File: src/logic/tmf_defines.vh
// constants for the tone map response framer
`ifndef TMF_DEFINES_VH
`define TMF_DEFINES_VH
`define TMF_CMD_BEACON_REQ 8'h07
`define TMF_CMD_TONE_RESP 8'h0a
`define TMF_LEN_CEN 4'd7
`define TMF_LEN_FCC 4'd12
`define TMF_SEG_TONE_REQ_BIT 3
`define TMF_MOD_QAM16 3'h4
`define TMF_MOD_ROBUST 3'h0
`define TMF_ADDR_CTRL 12'h000
`define TMF_ADDR_GAIN 12'h004
`define TMF_ADDR_MAPS 12'h008
`define TMF_ADDR_COEF_LO 12'h00c
`define TMF_ADDR_COEF_HI 12'h010
`define TMF_ADDR_STATUS 12'h014
`define TMF_ADDR_RXPAR 12'h018
`define TMF_ADDR_RXMAP 12'h01c
`define TMF_ADDR_RXCOEF_LO 12'h020
`define TMF_ADDR_RXCOEF_HI 12'h024
`define TMF_CTRL_RESET 32'h0000_0000
`endif

File: src/logic/tmf_fifo.v
// no logic here: the response byte fifo module is kept in tmf_framer.v

File: src/logic/tmf_framer.v
// tone map response framer: builds and parses the response command
`default_nettype none
`include "tmf_defines.vh"
module tmf_framer #(
  parameter FIFO_DEPTH = 8
) (
  input wire pclk,
  input wire presetn,
  input wire ce,
  input wire psel,
  input wire penable,
  input wire pwrite,
  input wire [11:0] paddr,
  input wire [31:0] pwdata,
  output reg [31:0] prdata,
  output wire pready,
  output wire pslverr,
  input wire seg_valid,
  input wire [7:0] seg_ctrl0,
  input wire rx_valid,
  input wire rx_first,
  input wire rx_last,
  input wire [7:0] rx_data,
  output wire tx_valid,
  input wire tx_ready,
  output wire [7:0] tx_data,
  output wire tx_robust,
  output reg rx_update
);
  // ----------------------------------------
  // registers
  // ----------------------------------------
  reg [31:0] ctrl_q;
  reg [31:0] gain_q;
  reg [31:0] maps_q;
  reg [31:0] coef_lo_q;
  reg [31:0] coef_hi_q;
  reg [7:0] resp_cnt_q;
  reg [7:0] drop_cnt_q;
  reg pend_q;
  reg busy_q;
  reg [3:0] idx_q;
  reg [3:0] rx_idx_q;
  reg rx_ok_q;
  reg [95:0] rx_buf_q;
  reg [31:0] rxpar_q;
  reg [23:0] rxmap_q;
  reg [47:0] rxcoef_q;
  reg [7:0] byte_d;
  wire fcc = ctrl_q[0];
  wire band_b = ctrl_q[1];
  wire coherent = ctrl_q[2];
  wire en = ctrl_q[3];
  wire step_size = gain_q[8];
  wire [3:0] step_cnt = gain_q[7:4];
  wire [2:0] mod_req = gain_q[2:0];
  wire [7:0] link_quality_value = maps_q[31:24];
  wire [23:0] map = maps_q[23:0];
  wire [47:0] coef = {coef_hi_q[15:0], coef_lo_q};
  wire [3:0] last_idx = fcc ? `TMF_LEN_FCC : `TMF_LEN_CEN;
  wire fifo_in_ready;
  wire acc = psel & penable;
  // ----------------------------------------
  // field clamping
  // ----------------------------------------
  reg [2:0] mod_out;
  reg [5:0] cen_map;
  always @*
  begin
    mod_out = mod_req;
    if (fcc)
    begin
      if (mod_req > `TMF_MOD_QAM16 || (mod_req == `TMF_MOD_QAM16 && !coherent))
        mod_out = `TMF_MOD_ROBUST;
    end
    else
      mod_out = {1'b0, mod_req[1:0]};
    cen_map = band_b ? {3'b000, map[2:0]} : map[5:0];
  end
  // ----------------------------------------
  // byte builder
  // ----------------------------------------
  always @*
  begin
    byte_d = 8'h00;
    if (idx_q == 4'd0)
      byte_d = `TMF_CMD_TONE_RESP;
    else if (!fcc)
    begin
      case (idx_q)
        4'd1: byte_d = {step_size, step_cnt, mod_out[1:0], coherent};
        4'd2: byte_d = {2'b00, cen_map};
        4'd3: byte_d = link_quality_value;
        4'd4: byte_d = {coef[3:0], coef[7:4]};
        4'd5: byte_d = {coef[11:8], band_b ? 4'h0 : coef[15:12]};
        4'd6: byte_d = band_b ? 8'h00 : {coef[19:16], coef[23:20]};
        default: byte_d = 8'h00;
      endcase
    end
    else
    begin
      case (idx_q)
        4'd1: byte_d = {step_size, step_cnt, mod_out};
        4'd2: byte_d = map[7:0];
        4'd3: byte_d = map[15:8];
        4'd4: byte_d = map[23:16];
        4'd5: byte_d = link_quality_value;
        4'd6: byte_d = {coef[1:0], coef[3:2], coef[5:4], coef[7:6]};
        4'd7: byte_d = {coef[9:8], coef[11:10], coef[13:12], coef[15:14]};
        4'd8: byte_d = {coef[17:16], coef[19:18], coef[21:20], coef[23:22]};
        4'd9: byte_d = {coef[25:24], coef[27:26], coef[29:28], coef[31:30]};
        4'd10: byte_d = {coef[33:32], coef[35:34], coef[37:36], coef[39:38]};
        4'd11: byte_d = {coef[41:40], coef[43:42], coef[45:44], coef[47:46]};
        default: byte_d = {coherent, 7'h00};
      endcase
    end
  end
  // ----------------------------------------
  // transmit sequencer
  // ----------------------------------------
  wire trig = seg_valid & seg_ctrl0[`TMF_SEG_TONE_REQ_BIT] & en;
  always @(posedge pclk or negedge presetn)
  begin
    if (!presetn)
    begin
      pend_q <= 1'b0;
      busy_q <= 1'b0;
      idx_q <= 4'd0;
      resp_cnt_q <= 8'h00;
    end
    else if (ce)
    begin
      if (trig)
        pend_q <= 1'b1;
      else if (!busy_q & pend_q)
        pend_q <= 1'b0;
      if (!busy_q & pend_q)
      begin
        busy_q <= 1'b1;
        idx_q <= 4'd0;
      end
      else if (busy_q & fifo_in_ready)
      begin
        if (idx_q == last_idx)
        begin
          busy_q <= 1'b0;
          resp_cnt_q <= resp_cnt_q + 8'h01;
        end
        else
          idx_q <= idx_q + 4'd1;
      end
    end
  end
  assign tx_robust = 1'b1;
  tmf_fifo #(
    .WIDTH(8),
    .DEPTH(FIFO_DEPTH),
    .AW($clog2(FIFO_DEPTH))
  ) u_fifo (
    .pclk(pclk),
    .presetn(presetn),
    .ce(ce),
    .in_valid(busy_q),
    .in_ready(fifo_in_ready),
    .in_data(byte_d),
    .out_valid(tx_valid),
    .out_ready(tx_ready),
    .out_data(tx_data)
  );
  // ----------------------------------------
  // receive parser
  // ----------------------------------------
  wire [47:0] rx_fcc_coef;
  genvar gi;
  generate
    for (gi = 0; gi < 24; gi = gi + 1)
    begin : g_rx_coef
      assign rx_fcc_coef[2*gi+1:2*gi] = rx_buf_q[8*(5+gi/4)+7-2*(gi%4) -: 2];
    end
  endgenerate
  always @(posedge pclk or negedge presetn)
  begin
    if (!presetn)
    begin
      rx_idx_q <= 4'd0;
      rx_ok_q <= 1'b0;
      rx_buf_q <= 96'h0;
      rxpar_q <= 32'h0000_0000;
      rxmap_q <= 24'h00_0000;
      rxcoef_q <= 48'h0;
      drop_cnt_q <= 8'h00;
      rx_update <= 1'b0;
    end
    else if (ce)
    begin
      rx_update <= 1'b0;
      if (rx_valid)
      begin
        if (rx_first)
        begin
          rx_idx_q <= 4'd0;
          rx_ok_q <= (rx_data == `TMF_CMD_TONE_RESP);
          if (rx_data != `TMF_CMD_TONE_RESP && rx_data != `TMF_CMD_BEACON_REQ)
            drop_cnt_q <= drop_cnt_q + 8'h01;
        end
        else if (rx_ok_q && rx_idx_q < 4'd12)
        begin
          rx_buf_q[8*rx_idx_q +: 8] <= rx_data;
          rx_idx_q <= rx_idx_q + 4'd1;
        end
        if (rx_last & rx_ok_q & !rx_first)
        begin
          rx_ok_q <= 1'b0;
          if (rx_idx_q + 4'd1 == last_idx)
          begin
            rx_update <= 1'b1;
            if (!fcc)
            begin
              rxpar_q <= {16'h0, rx_buf_q[23:16], rx_buf_q[7:0]};
              rxmap_q <= {18'h0, rx_buf_q[13:8]};
              rxcoef_q <= {24'h0, rx_buf_q[43:40], rx_buf_q[47:44], rx_buf_q[35:32],
                rx_buf_q[39:36], rx_buf_q[27:24], rx_buf_q[31:28]};
            end
            else
            begin
              rxpar_q <= {15'h0, rx_data[7], rx_buf_q[39:32], rx_buf_q[7:0]};
              rxmap_q <= rx_buf_q[31:8];
              rxcoef_q <= rx_fcc_coef;
            end
          end
        end
      end
    end
  end
  // ----------------------------------------
  // apb slave
  // ----------------------------------------
  assign pready = 1'b1;
  assign pslverr = 1'b0;
  always @(posedge pclk or negedge presetn)
  begin
    if (!presetn)
    begin
      ctrl_q <= `TMF_CTRL_RESET;
      gain_q <= 32'h0000_0000;
      maps_q <= 32'h0000_0000;
      coef_lo_q <= 32'h0000_0000;
      coef_hi_q <= 32'h0000_0000;
    end
    else if (ce & acc & pwrite)
    begin
      case (paddr)
        `TMF_ADDR_CTRL: ctrl_q <= {28'h0, pwdata[3:0]};
        `TMF_ADDR_GAIN: gain_q <= {23'h0, pwdata[8:4], 1'b0, pwdata[2:0]};
        `TMF_ADDR_MAPS: maps_q <= pwdata;
        `TMF_ADDR_COEF_LO: coef_lo_q <= pwdata;
        `TMF_ADDR_COEF_HI: coef_hi_q <= {16'h0, pwdata[15:0]};
        default: ctrl_q <= ctrl_q;
      endcase
    end
  end
  always @*
  begin
    case (paddr)
      `TMF_ADDR_CTRL: prdata = ctrl_q;
      `TMF_ADDR_GAIN: prdata = gain_q;
      `TMF_ADDR_MAPS: prdata = maps_q;
      `TMF_ADDR_COEF_LO: prdata = coef_lo_q;
      `TMF_ADDR_COEF_HI: prdata = coef_hi_q;
      `TMF_ADDR_STATUS: prdata = {14'h0, busy_q, pend_q, drop_cnt_q, resp_cnt_q};
      `TMF_ADDR_RXPAR: prdata = rxpar_q;
      `TMF_ADDR_RXMAP: prdata = {8'h0, rxmap_q};
      `TMF_ADDR_RXCOEF_LO: prdata = rxcoef_q[31:0];
      `TMF_ADDR_RXCOEF_HI: prdata = {16'h0, rxcoef_q[47:32]};
      default: prdata = 32'h0000_0000;
    endcase
  end
endmodule // tmf_framer
// ----------------------------------------
// byte fifo
// ----------------------------------------
module tmf_fifo #(
  parameter WIDTH = 8,
  parameter DEPTH = 8,
  parameter AW = 3
) (
  input wire pclk,
  input wire presetn,
  input wire ce,
  input wire in_valid,
  output wire in_ready,
  input wire [WIDTH-1:0] in_data,
  output wire out_valid,
  input wire out_ready,
  output wire [WIDTH-1:0] out_data
);
  localparam [AW:0] FULL = DEPTH;
  reg [WIDTH-1:0] mem [0:DEPTH-1];
  reg [AW-1:0] wr_q;
  reg [AW-1:0] rd_q;
  reg [AW:0] cnt_q;
  wire push;
  wire pop;
  assign in_ready = (cnt_q != FULL);
  assign out_valid = (cnt_q != {(AW+1){1'b0}});
  assign out_data = mem[rd_q];
  assign push = ce & in_valid & in_ready;
  assign pop = ce & out_valid & out_ready;
  always @(posedge pclk)
  begin
    if (push)
      mem[wr_q] <= in_data;
  end
  always @(posedge pclk or negedge presetn)
  begin
    if (!presetn)
    begin
      wr_q <= {AW{1'b0}};
      rd_q <= {AW{1'b0}};
      cnt_q <= {(AW+1){1'b0}};
    end
    else
    begin
      if (push)
        wr_q <= wr_q + 1'b1;
      if (pop)
        rd_q <= rd_q + 1'b1;
      if (push & !pop)
        cnt_q <= cnt_q + 1'b1;
      else if (pop & !push)
        cnt_q <= cnt_q - 1'b1;
    end
  end
endmodule // tmf_fifo
`default_nettype wire

File: config.mk
export PLATFORM = sky130hd
export DESIGN_NAME = tmf_framer
export DESIGN_NICKNAME = d
export VERILOG_FILES = /design/src/logic/tmf_fifo.v /design/src/logic/tmf_framer.v
export VERILOG_INCLUDE_DIRS = /design/src /design/src/logic
export SDC_FILE = /design/constraint.sdc
export NUM_CORES = 1
export LEC_CHECK = 0
export BUFFER_PORTS_ARGS = -buffer_cell sky130_fd_sc_hd__buf_2
export CORE_ASPECT_RATIO = 0.6
export CORE_MARGIN = 10
export CORE_UTILIZATION = 55
export DETAILED_ROUTE_END_ITERATION = 6
export PLACE_DENSITY = 0.77
export SETUP_SLACK_MARGIN = 0.2
export SYNTH_ARGS = -nofsm -noshare
export SYNTH_HDL_FRONTEND = slang
export SYNTH_SLANG_ARGS = --single-unit
File: constraint.sdc
create_clock -name pclk -period 8.5 [get_ports pclk]
set_clock_uncertainty 0.15 [all_clocks]
set_input_delay 1.275 -clock pclk [delete_from_list [all_inputs] [get_ports pclk]]
set_output_delay 1.275 -clock pclk [all_outputs]
set_load 0.02 [all_outputs]
# After elaboration in Yosys (flattened, before gate mapping)
# Memories as Yosys holds them, arrays and structs flattened.
# Cells that the tools add are included.
[word_totals] ff_bits=330 rom_bits=0 memories=1 ram_bits=64 latch_bits=0 inputBits=71 out_inout_bits=45 word_cells=145
[classes] eq_ne=28 mul=0 reduce_logical=32 n_lt_le_gt_ge=2 muxes=34 addsub=9 shifts=2 bitwise=17 n_div=0
[memory_table] name="u_fifo.mem" words=8 word_bits=8 read_ports=1 rd_clocked_by_memory_dff=0 wr=1 line="tmf_framer.v:298" source="reg [WIDTH-1:0] mem [0:DEPTH-1];"
[op_table] operator="case mux 32 bit (10 select lines)" n=1
[op_table] operator="bitwise mux 96 bit" n=1
[op_table] operator="variable shift 8 x 34 -> 96 bit, first input constant" n=1
[op_table] operator="indexed part select 8 x 34 -> 96 bit" n=1
[op_table] operator="case mux 8 bit (11 select lines)" n=1
[op_table] operator="== test 12 x 5 -> 1 bit, second input constant" n=4
[op_table] operator="two-way mux 48 bit" n=1
[op_table] operator="case mux 8 bit (6 select lines)" n=1
[op_table] operator="two-way mux 4 bit" n=9
[op_table] operator="negation 7 -> 34 bit" n=1
[op_table] operator="== test 12 x 4 -> 1 bit, second input constant" n=2
[op_table] operator="== test 12 x 6 -> 1 bit, second input constant" n=2
[op_table] operator="two-way mux 24 bit" n=1
[op_table] operator="two-way mux 8 bit" n=3
[op_table] operator="two-way mux 17 bit" n=1
[op_table] operator="adder 8 x 1 -> 8 bit, second input constant" n=2
[op_table] operator="== test 4 x 3 -> 1 bit, second input constant" n=4
[op_table] operator="== test 4 bit, second input constant" n=4
[op_table] operator="AND reduction 4 bit" n=4
[op_table] operator="AND 1 bit" n=15
[op_table] operator="adder 4 x 1 -> 4 bit, second input constant" n=3
[op_table] operator="== test 12 x 3 -> 1 bit, second input constant" n=1
[op_table] operator="zero test 12 bit" n=1
[op_table] operator="two-way mux 1 bit" n=12
[op_table] operator="other kinds (24)" n=48

# Depth between registers and ports, before layout
# Gate-level depths: netlist (run 1).
[depth] word_depth=8 mapped_depth=10 depth_no_buf=10

# Cells and area by module
# From an unflattened synthesis (run 1), not the netlist that was laid out.
[unflattened] hier_cells=1511 hier_area_um2=17939.7
[by_module_without_submodules] mod="tmf_framer" cells_each=1357 area_per_inst_um2=14825.5 instances=1
[by_module_without_submodules] mod="tmf_fifo" cells_each=154 area_per_inst_um2=3114.2 instances=1

# Least setup slack after synthesis (run 1)
# No wires, ideal clock.
[synth_path] kind="input port to output port" from="input port paddr[4]" to="output port prdata[24]" required_time_ns=7.075 arrival_time_ns=3.199 stages=7 path_slack_ns=3.876 cell_sequence="clkbuf_1 > or4b_1 > clkbuf_1 > nor4_2 > clkbuf_1 > nand2_1 > o21ai_0"
[synth_between] elab_chain_cells=2 word_cells_on_any_way=11 cone_classes="eq/ne: 9; mux: 1; reduce/logical: 1"
[synth_lines] element="start, declared" line="tmf_framer.v:13" source="input wire [11:0] paddr,"
[synth_lines] element="== test 12 x 6 -> 1 bit (tied with other cells)" line="tmf_framer.v:264" source="case (paddr)"
[synth_lines] element="case mux 32 bit (10 select lines) (*)" line="tmf_framer.v:264"
[synth_lines] element="end, declared" line="tmf_framer.v:15" source="output reg [31:0] prdata,"
# Every way passes the cells marked *; elsewhere a longest branch is shown, timed or not.

# Final worst setup path (run 1)
[layout_path] from="input port paddr[1]" to="output port prdata[29]"
# Same word-level chain as after synthesis.

==> metrics.csv, run 1 <==
metric,value,unit
top_reg_cell synth,dfrtp_1,
leakage,9.40,nW
die area,0.0408,mm²
"Reg clk slew, reported paths",0.06,ns
Buf/Inv on CP,2,
Worst EP arrival,4.52,ns
Final min period,5.95,ns
Post-DP HPWL,41100,µm
Yosys cell types,78,
r2r startpoint,rx_idx_q[2],
die width,254,µm
DR iter-0 viols,1811,
Synth area leaders,"dfrtp_1 42%, mux2_2 15%, edfxtp_1 11%",
Worst Hold End,resp_cnt_q[7],
Initial Utilization,55.8,%
worst-path cell chain,buf_2 -> or4_4 -> nor2_1 -> nand3_1 -> o21ai_0 -> buf_2,
Final #Nets,1577,
Final Max Tran Viols,0,
Worst-Skew Late Latency,0.56,ns
worst-margin pin slew,1.20,ns
DRT Pass-1 Iters,7,
Rows,51,
vias in the first global route,13000,
"Top cell by count, worst path",buf_2,
CTS root buffer,clkbuf_16,
power density over the cells,220,mW/mm²
Tcrit/Tclk final,70.0,%
R2R depth,6,
Post-Syn Instances,1413,
Via density,6.78,
GR peak layer,met1,
clk sinks,371,
Crit. End Element,primary output,
synth warn,0,
RSZ-0062 raised after global routing,false,
H-tree depth,2,
GR Util met2,36.7,%
Crit Path Category,primary input to primary output,
wire per inst,29.2,µm
Layout area overhead,11.9,%
post-CTS setup buffer count,0,
VDD IR max,170,µV
met1 Resource Use GR,39.8,%
first-pass GRT wire length,84400,µm
hold_buf cts,0,
layout cells sized above 1,32.8,%
maximum clock insertion buffer count,3,
Die H,161,µm
worst path required time,7.07,ns
post-synthesis sequential area ratio,53.1,%
area of the core,0.0324,mm²
status,"complete, but fails checks",
GRT Resource Usage Total,27.7,%
"Cell Area, Synth",0.0181,mm²
"delay-heaviest family, CP",simple AND/OR/NAND/NOR gates,
final hold violation count,0,
CTS Buf Count,36,
number of I/O pins,116,
"EDFF count, synth",64,
max cap viols,0,
GR Util met3,12.9,%
cts repair resizes,0,
failing checks,design-rule violations,
"top cells by count, synth","307 x dfrtp_1, 245 x mux2_2, 77 x nand2_1",
WL final,56800,µm
PortBufs,105,
initial antenna violation count,3,
post-synth top area share,42.4,%
Worst Setup Start Kind,primary input,
CTS tree,done,
R2R Setup Slk,4.73,ns
final setup fails,0,
hold-critical path depth,1,
hold crit path type,register to register,
CP Max Fanout,13,
synthesized area per cell,12.8,µm²
Reg-to-Reg End,rx_buf_q[63],
async set or reset register ratio after synthesis,82.7,%
GPL Wtd Cong,1.02,
slowest cell on the critical path,nor2_1,
max incr delay on CP,0.85,ns
total negative setup slack,0,ns
grt ovf,0,
worst hold path startpoint,resp_cnt_q[7],
Worst Setup SP,paddr[1],
Antenna Nets Post-Route,0,
Synth area leader,dfrtp_1,
Hold WS,0.321,ns
most frequent cell after synthesis,dfrtp_1,
slew margin rel.,18.2,%
drc violations,1,
largest net degree at the start of global routing,82,
"flops & latches, synth",371,
maximum clock rate,168,MHz
Via Count,13200,
cells in the final DEF, fill, tap and decap left out, types with 5 or more instances in the layout:
cell,synthesis,final
nand2b_1,8,8
nor3_1,21,20
xor2_1,14,14
nor4_1,8,7
mux4_2,25,25
ha_1,17,17
nor2_1,19,18
a21oi_1,24,24
nand3_1,37,37
nand2_1,77,77
buf_2,13,103
mux2_4,10,10
and2_1,15,15
a32o_1,5,5
inv_1,37,37
edfxtp_1,64,64
a31oi_1,5,5
o22ai_1,14,14
a22o_1,64,64
nand4_1,19,19
a32oi_1,5,5
clkinv_2,0,5
buf_4,6,29
mux2i_1,61,61
clkbuf_8,0,10
mux2_2,245,245
clkbuf_1,64,6
nor2b_1,15,15
a222oi_1,11,11
dfrtp_1,307,306
a22oi_1,41,41
clkbuf_16,0,37
xnor2_1,9,9
o21ai_0,46,46
worst max path at each step:
stage / endpoint / slack (ns) / depth (start not counted)
4_1_cts: prdata[26] / 2.74 / 6
3_3_place_gp: prdata[29] / 2.85 / 6
3_5_place_dp: prdata[26] / 2.72 / 6
2_1_floorplan: prdata[24] / 3.88 / 7
5_1_grt: prdata[26] / 2.57 / 6
6_report: prdata[29] / 2.55 / 6
logic make-up after synthesis:
family	synth area share, %
buffers and inverters	3.16
other	0.0415
AND/OR/NAND/NOR	8.51
adder cells (fa/ha/maj)	1.29
flip-flops	53.1
multiplexers	22.6
XOR/XNOR	1.11
AO/OA/AOI/OAI	10.3
registers in the layout, summed over array words and instances (netlist names), 3 cells and up:
signal and flops:
rxmap_q 24, maps_q 32, rxcoef_q 48, coef_hi_q 16, rx_idx_q 4, ctrl_q 4
resp_cnt_q 8, u_fifo.wr_q 3, u_fifo.mem 64, rx_buf_q 88, coef_lo_q 32, idx_q 4
u_fifo.rd_q 3, rxpar_q 17, gain_q 8, drop_cnt_q 8, u_fifo.cnt_q 4
routing by layer:
layer | up-vias | part of all wire, % | wire length [µm]
li1 | 5478 | - | -
met1 | 6810 | 44 | 24700
met2 | 774 | 40 | 22500
met3 | 102 | 15 | 8350
met4 | 0 | 2.2 | 1230
met5 | - | 0 | 0
area by class of cell:
| type | count | area, µm² |
|---|---|---|
| fillers | 2497 | 12200 |
| flip-flops and latches | 371 | 9610 |
| multi-input cells | 907 | 7980 |
| clock buffers | 53 | 1090 |
| repair buffers | 133 | 748 |
| well taps | 424 | 531 |
| clock inverters | 13 | 149 |
| inverters | 39 | 146 |
| diodes | 2 | 5.00 |
worst reg2reg max path, stage by stage (launching register included):
cell and delay, ns:
dfrtp_1 0.65, nor3_1 0.11, ha_1 0.32, nand2b_1 0.21, a2111oi_0 1.03, nand3_1 0.69
mux2_2 0.48
report_power, final:
group | internal [mW] | switching [mW] | leakage, nW
logic | 0.274 | 0.466 | 4.01
clock network | 0.982 | 0.711 | 0.614
registers | 1.88 | 0.136 | 4.78
through the flow:
stage | cells | total power, mW | utilization [%] | instance area [µm²] | setup slack [ns]
floorplan | 1414 | 2.49 | - | 18100 | 3.88
global placement | 1874 | 2.74 | 58.7 | 19000 | 2.85
detailed placement | 1874 | 2.77 | 58.7 | 19000 | 2.72
CTS | 1940 | 4.44 | 62.5 | 20200 | 2.74
global route | 1941 | 4.59 | 62.5 | 20300 | 2.57
finish | 1942 | 4.45 | 62.5 | 20300 | 2.55
Note: power is estimated with default switching activity, not from simulation.
==> run 2: changes to the inputs <==
==> constraint.sdc (replaced) <==
create_clock -name pclk -period 6.2 [get_ports pclk]
set_clock_uncertainty 0.15 [all_clocks]
set_input_delay 0.93 -clock pclk [delete_from_list [all_inputs] [get_ports pclk]]
set_output_delay 0.93 -clock pclk [all_outputs]
set_load 0.02 [all_outputs]
==> metrics.csv, run 2 (synthesized netlist as in run 1, its figures left out) <==
metric,value,unit,change
status,"complete, but fails checks",,unchanged
failing checks,design-rule violations,,unchanged
leakage,9.37,nW,was 9.40 nW
Via Count,13000,,was 13200
maximum clock insertion buffer count,3,,unchanged
largest net degree at the start of global routing,133,,was 82
DRT Pass-1 Iters,7,,unchanged
hold_buf cts,0,,unchanged
final setup fails,0,,unchanged
GRT Resource Usage Total,27.6,%,was 27.7%
largest register by flop count,rx_buf_q,,unchanged
Post-DP HPWL,40700,µm,was 41100 µm
WL final,56500,µm,was 56800 µm
DR iter-0 viols,1886,,was 1811
drc violations,24,,was 1
die area,0.0408,mm²,unchanged
final core utilization,62.3,%,was 62.5%
post-CTS setup buffer count,0,,unchanged
worst path required time,5.12,ns,was 7.07 ns
Crit Path Category,primary input to primary output,,unchanged
Top Registers,"rx_buf_q: 88 flops, u_fifo.mem: 64 flops, rxcoef_q: 48 flops",,unchanged
Worst Setup Start Kind,primary input,,unchanged
Final min period,4.33,ns,
clk sinks,371,,unchanged
worst-margin pin slew,1.26,ns,was 1.20 ns
r2r startpoint,rx_idx_q[0],,was rx_idx_q[2]
max cap viols,0,,unchanged
GPL Wtd Cong,1.03,,was 1.02
Largest register FFs,88,,unchanged
CTS Buf Count,35,,was 36
PortBufs,105,,unchanged
number of I/O pins,116,,unchanged
maximum clock rate,231,MHz,
Critical Path Sink,prdata[11],,was prdata[29]
CTS root buffer,clkbuf_16,,unchanged
Final #Nets,1575,,was 1577
final hold violation count,0,,unchanged
cts repair resizes,0,,unchanged
first-pass GRT wire length,84900,µm,was 84400 µm
CP Max Fanout,46,,was 13
RSZ-0062 raised after global routing,false,,unchanged
H-tree depth,2,,unchanged
"commonest cells after routing, fill and taps aside","306 x dfrtp_1, 245 x mux2_2, 103 x buf_2, 77 x nand2_1",,unchanged
Die H,161,µm,unchanged
layout cells sized above 1,33.1,%,was 32.8%
die width,254,µm,unchanged
area of the core,0.0324,mm²,unchanged
Crit. End Element,primary output,,unchanged
VDD IR max,198,µV,was 170 µV
CTS tree,done,,unchanged
Antenna Nets Post-Route,0,,unchanged
hold crit path type,primary input to async pin,,was register to register
fillcell total,2472,,was 2497
Tcrit/Tclk final,69.8,%,
Via density,6.69,,was 6.78
grt ovf,0,,unchanged
Reg-to-Reg End,rxpar_q[6],,was rx_buf_q[63]
Worst Setup SP,paddr[2],,was paddr[1]
Final Max Tran Viols,0,,unchanged
Rows,51,,unchanged
initial antenna violation count,5,,was 3
"Reg clk slew, reported paths",0.07,ns,was 0.06 ns
slew margin rel.,16.0,%,was 18.2%
vias in the first global route,13100,,was 13000
Layout area overhead,11.6,%,was 11.9%
power density over the cells,296,mW/mm²,was 220 mW/mm²
R2R Setup Slk,2.53,ns,was 4.73 ns
wire per inst,29.1,µm,was 29.2 µm
Worst EP arrival,3.25,ns,was 4.52 ns
total negative setup slack,0,ns,unchanged
Initial Utilization,55.8,%,unchanged
Worst-Skew Late Latency,0.54,ns,was 0.56 ns
"most common cell after layout, fill and taps aside",dfrtp_1,,unchanged
R2R depth,7,,was 6
-- run 2: worst max-delay path: stages --
cell      delay (ns)
buf_4           0.60
buf_4           0.46
mux2_2          0.41
a22o_1          0.20
a22oi_1         0.17
o221ai_1        0.19
buf_2           0.23
-- run 2: worst min path at each step --
| stage | startpoint | endpoint | slack [ns] | depth (start not counted) |
|---|---|---|---|---|
| 6_report | presetn | rx_idx_q[3] | 0.30 | 1 |
| 5_1_grt | presetn | rx_buf_q[61] | 0.36 | 1 |
| 4_1_cts | presetn | rx_idx_q[3] | 0.34 | 1 |
| 3_5_place_dp | resp_cnt_q[7] | resp_cnt_q[7] | 0.32 | 1 |
| 3_3_place_gp | resp_cnt_q[7] | resp_cnt_q[7] | 0.31 | 1 |
| 2_1_floorplan | drop_cnt_q[7] | drop_cnt_q[7] | 0.29 | 1 |
-- run 2: final cells by class --
cell class | instances | area (µm²) | area share (%)
Clock buffer | 46 | 1020 | 5.07
Clock inverter | 17 | 146 | 0.725
Sequential cell | 371 | 9610 | 47.5
Antenna cell | 5 | 12.5 | 0.0619
Inverter | 39 | 146 | 0.725
Multi-Input combinational cell | 907 | 7980 | 39.5
Timing Repair Buffer | 132 | 753 | 3.73
Tap cell | 424 | 531 | 2.63
-- run 2: per-layer routing --
layer	track usage, %	vias to the layer above	share of wire, %
met2	36.9	682	41
met3	10.3	79	13
li1	-	5493	-
met4	6.51	0	2.0
met5	0	-	0
met1	41.3	6725	45
-- run 2: power by group --
| part | internal (mW) | leakage (nW) | switching [mW] | total, mW |
|---|---|---|---|---|
| Combinational | 0.372 | 4.01 | 0.617 | 0.988 |
| Clock | 1.26 | 0.591 | 0.974 | 2.23 |
| Sequential | 2.58 | 4.78 | 0.179 | 2.76 |
| Total | 4.20 | 9.37 | 1.77 | 5.97 |
-- run 2: per-stage QoR --
stage / hold WS [ns] / std cells / power (mW) / setup slack, ns / area [µm²]
2_1_floorplan: 0.287 / 1414 / 3.41 / 2.27 / 18100
3_5_place_dp: 0.320 / 1873 / 3.77 / 1.91 / 19000
3_3_place_gp: 0.306 / 1873 / 3.74 / 1.92 / 19000
5_1_grt: 0.358 / 1939 / 6.18 / 1.80 / 20200
4_1_cts: 0.340 / 1936 / 5.97 / 1.91 / 20200
6_report: 0.299 / 1941 / 5.97 / 1.87 / 20200
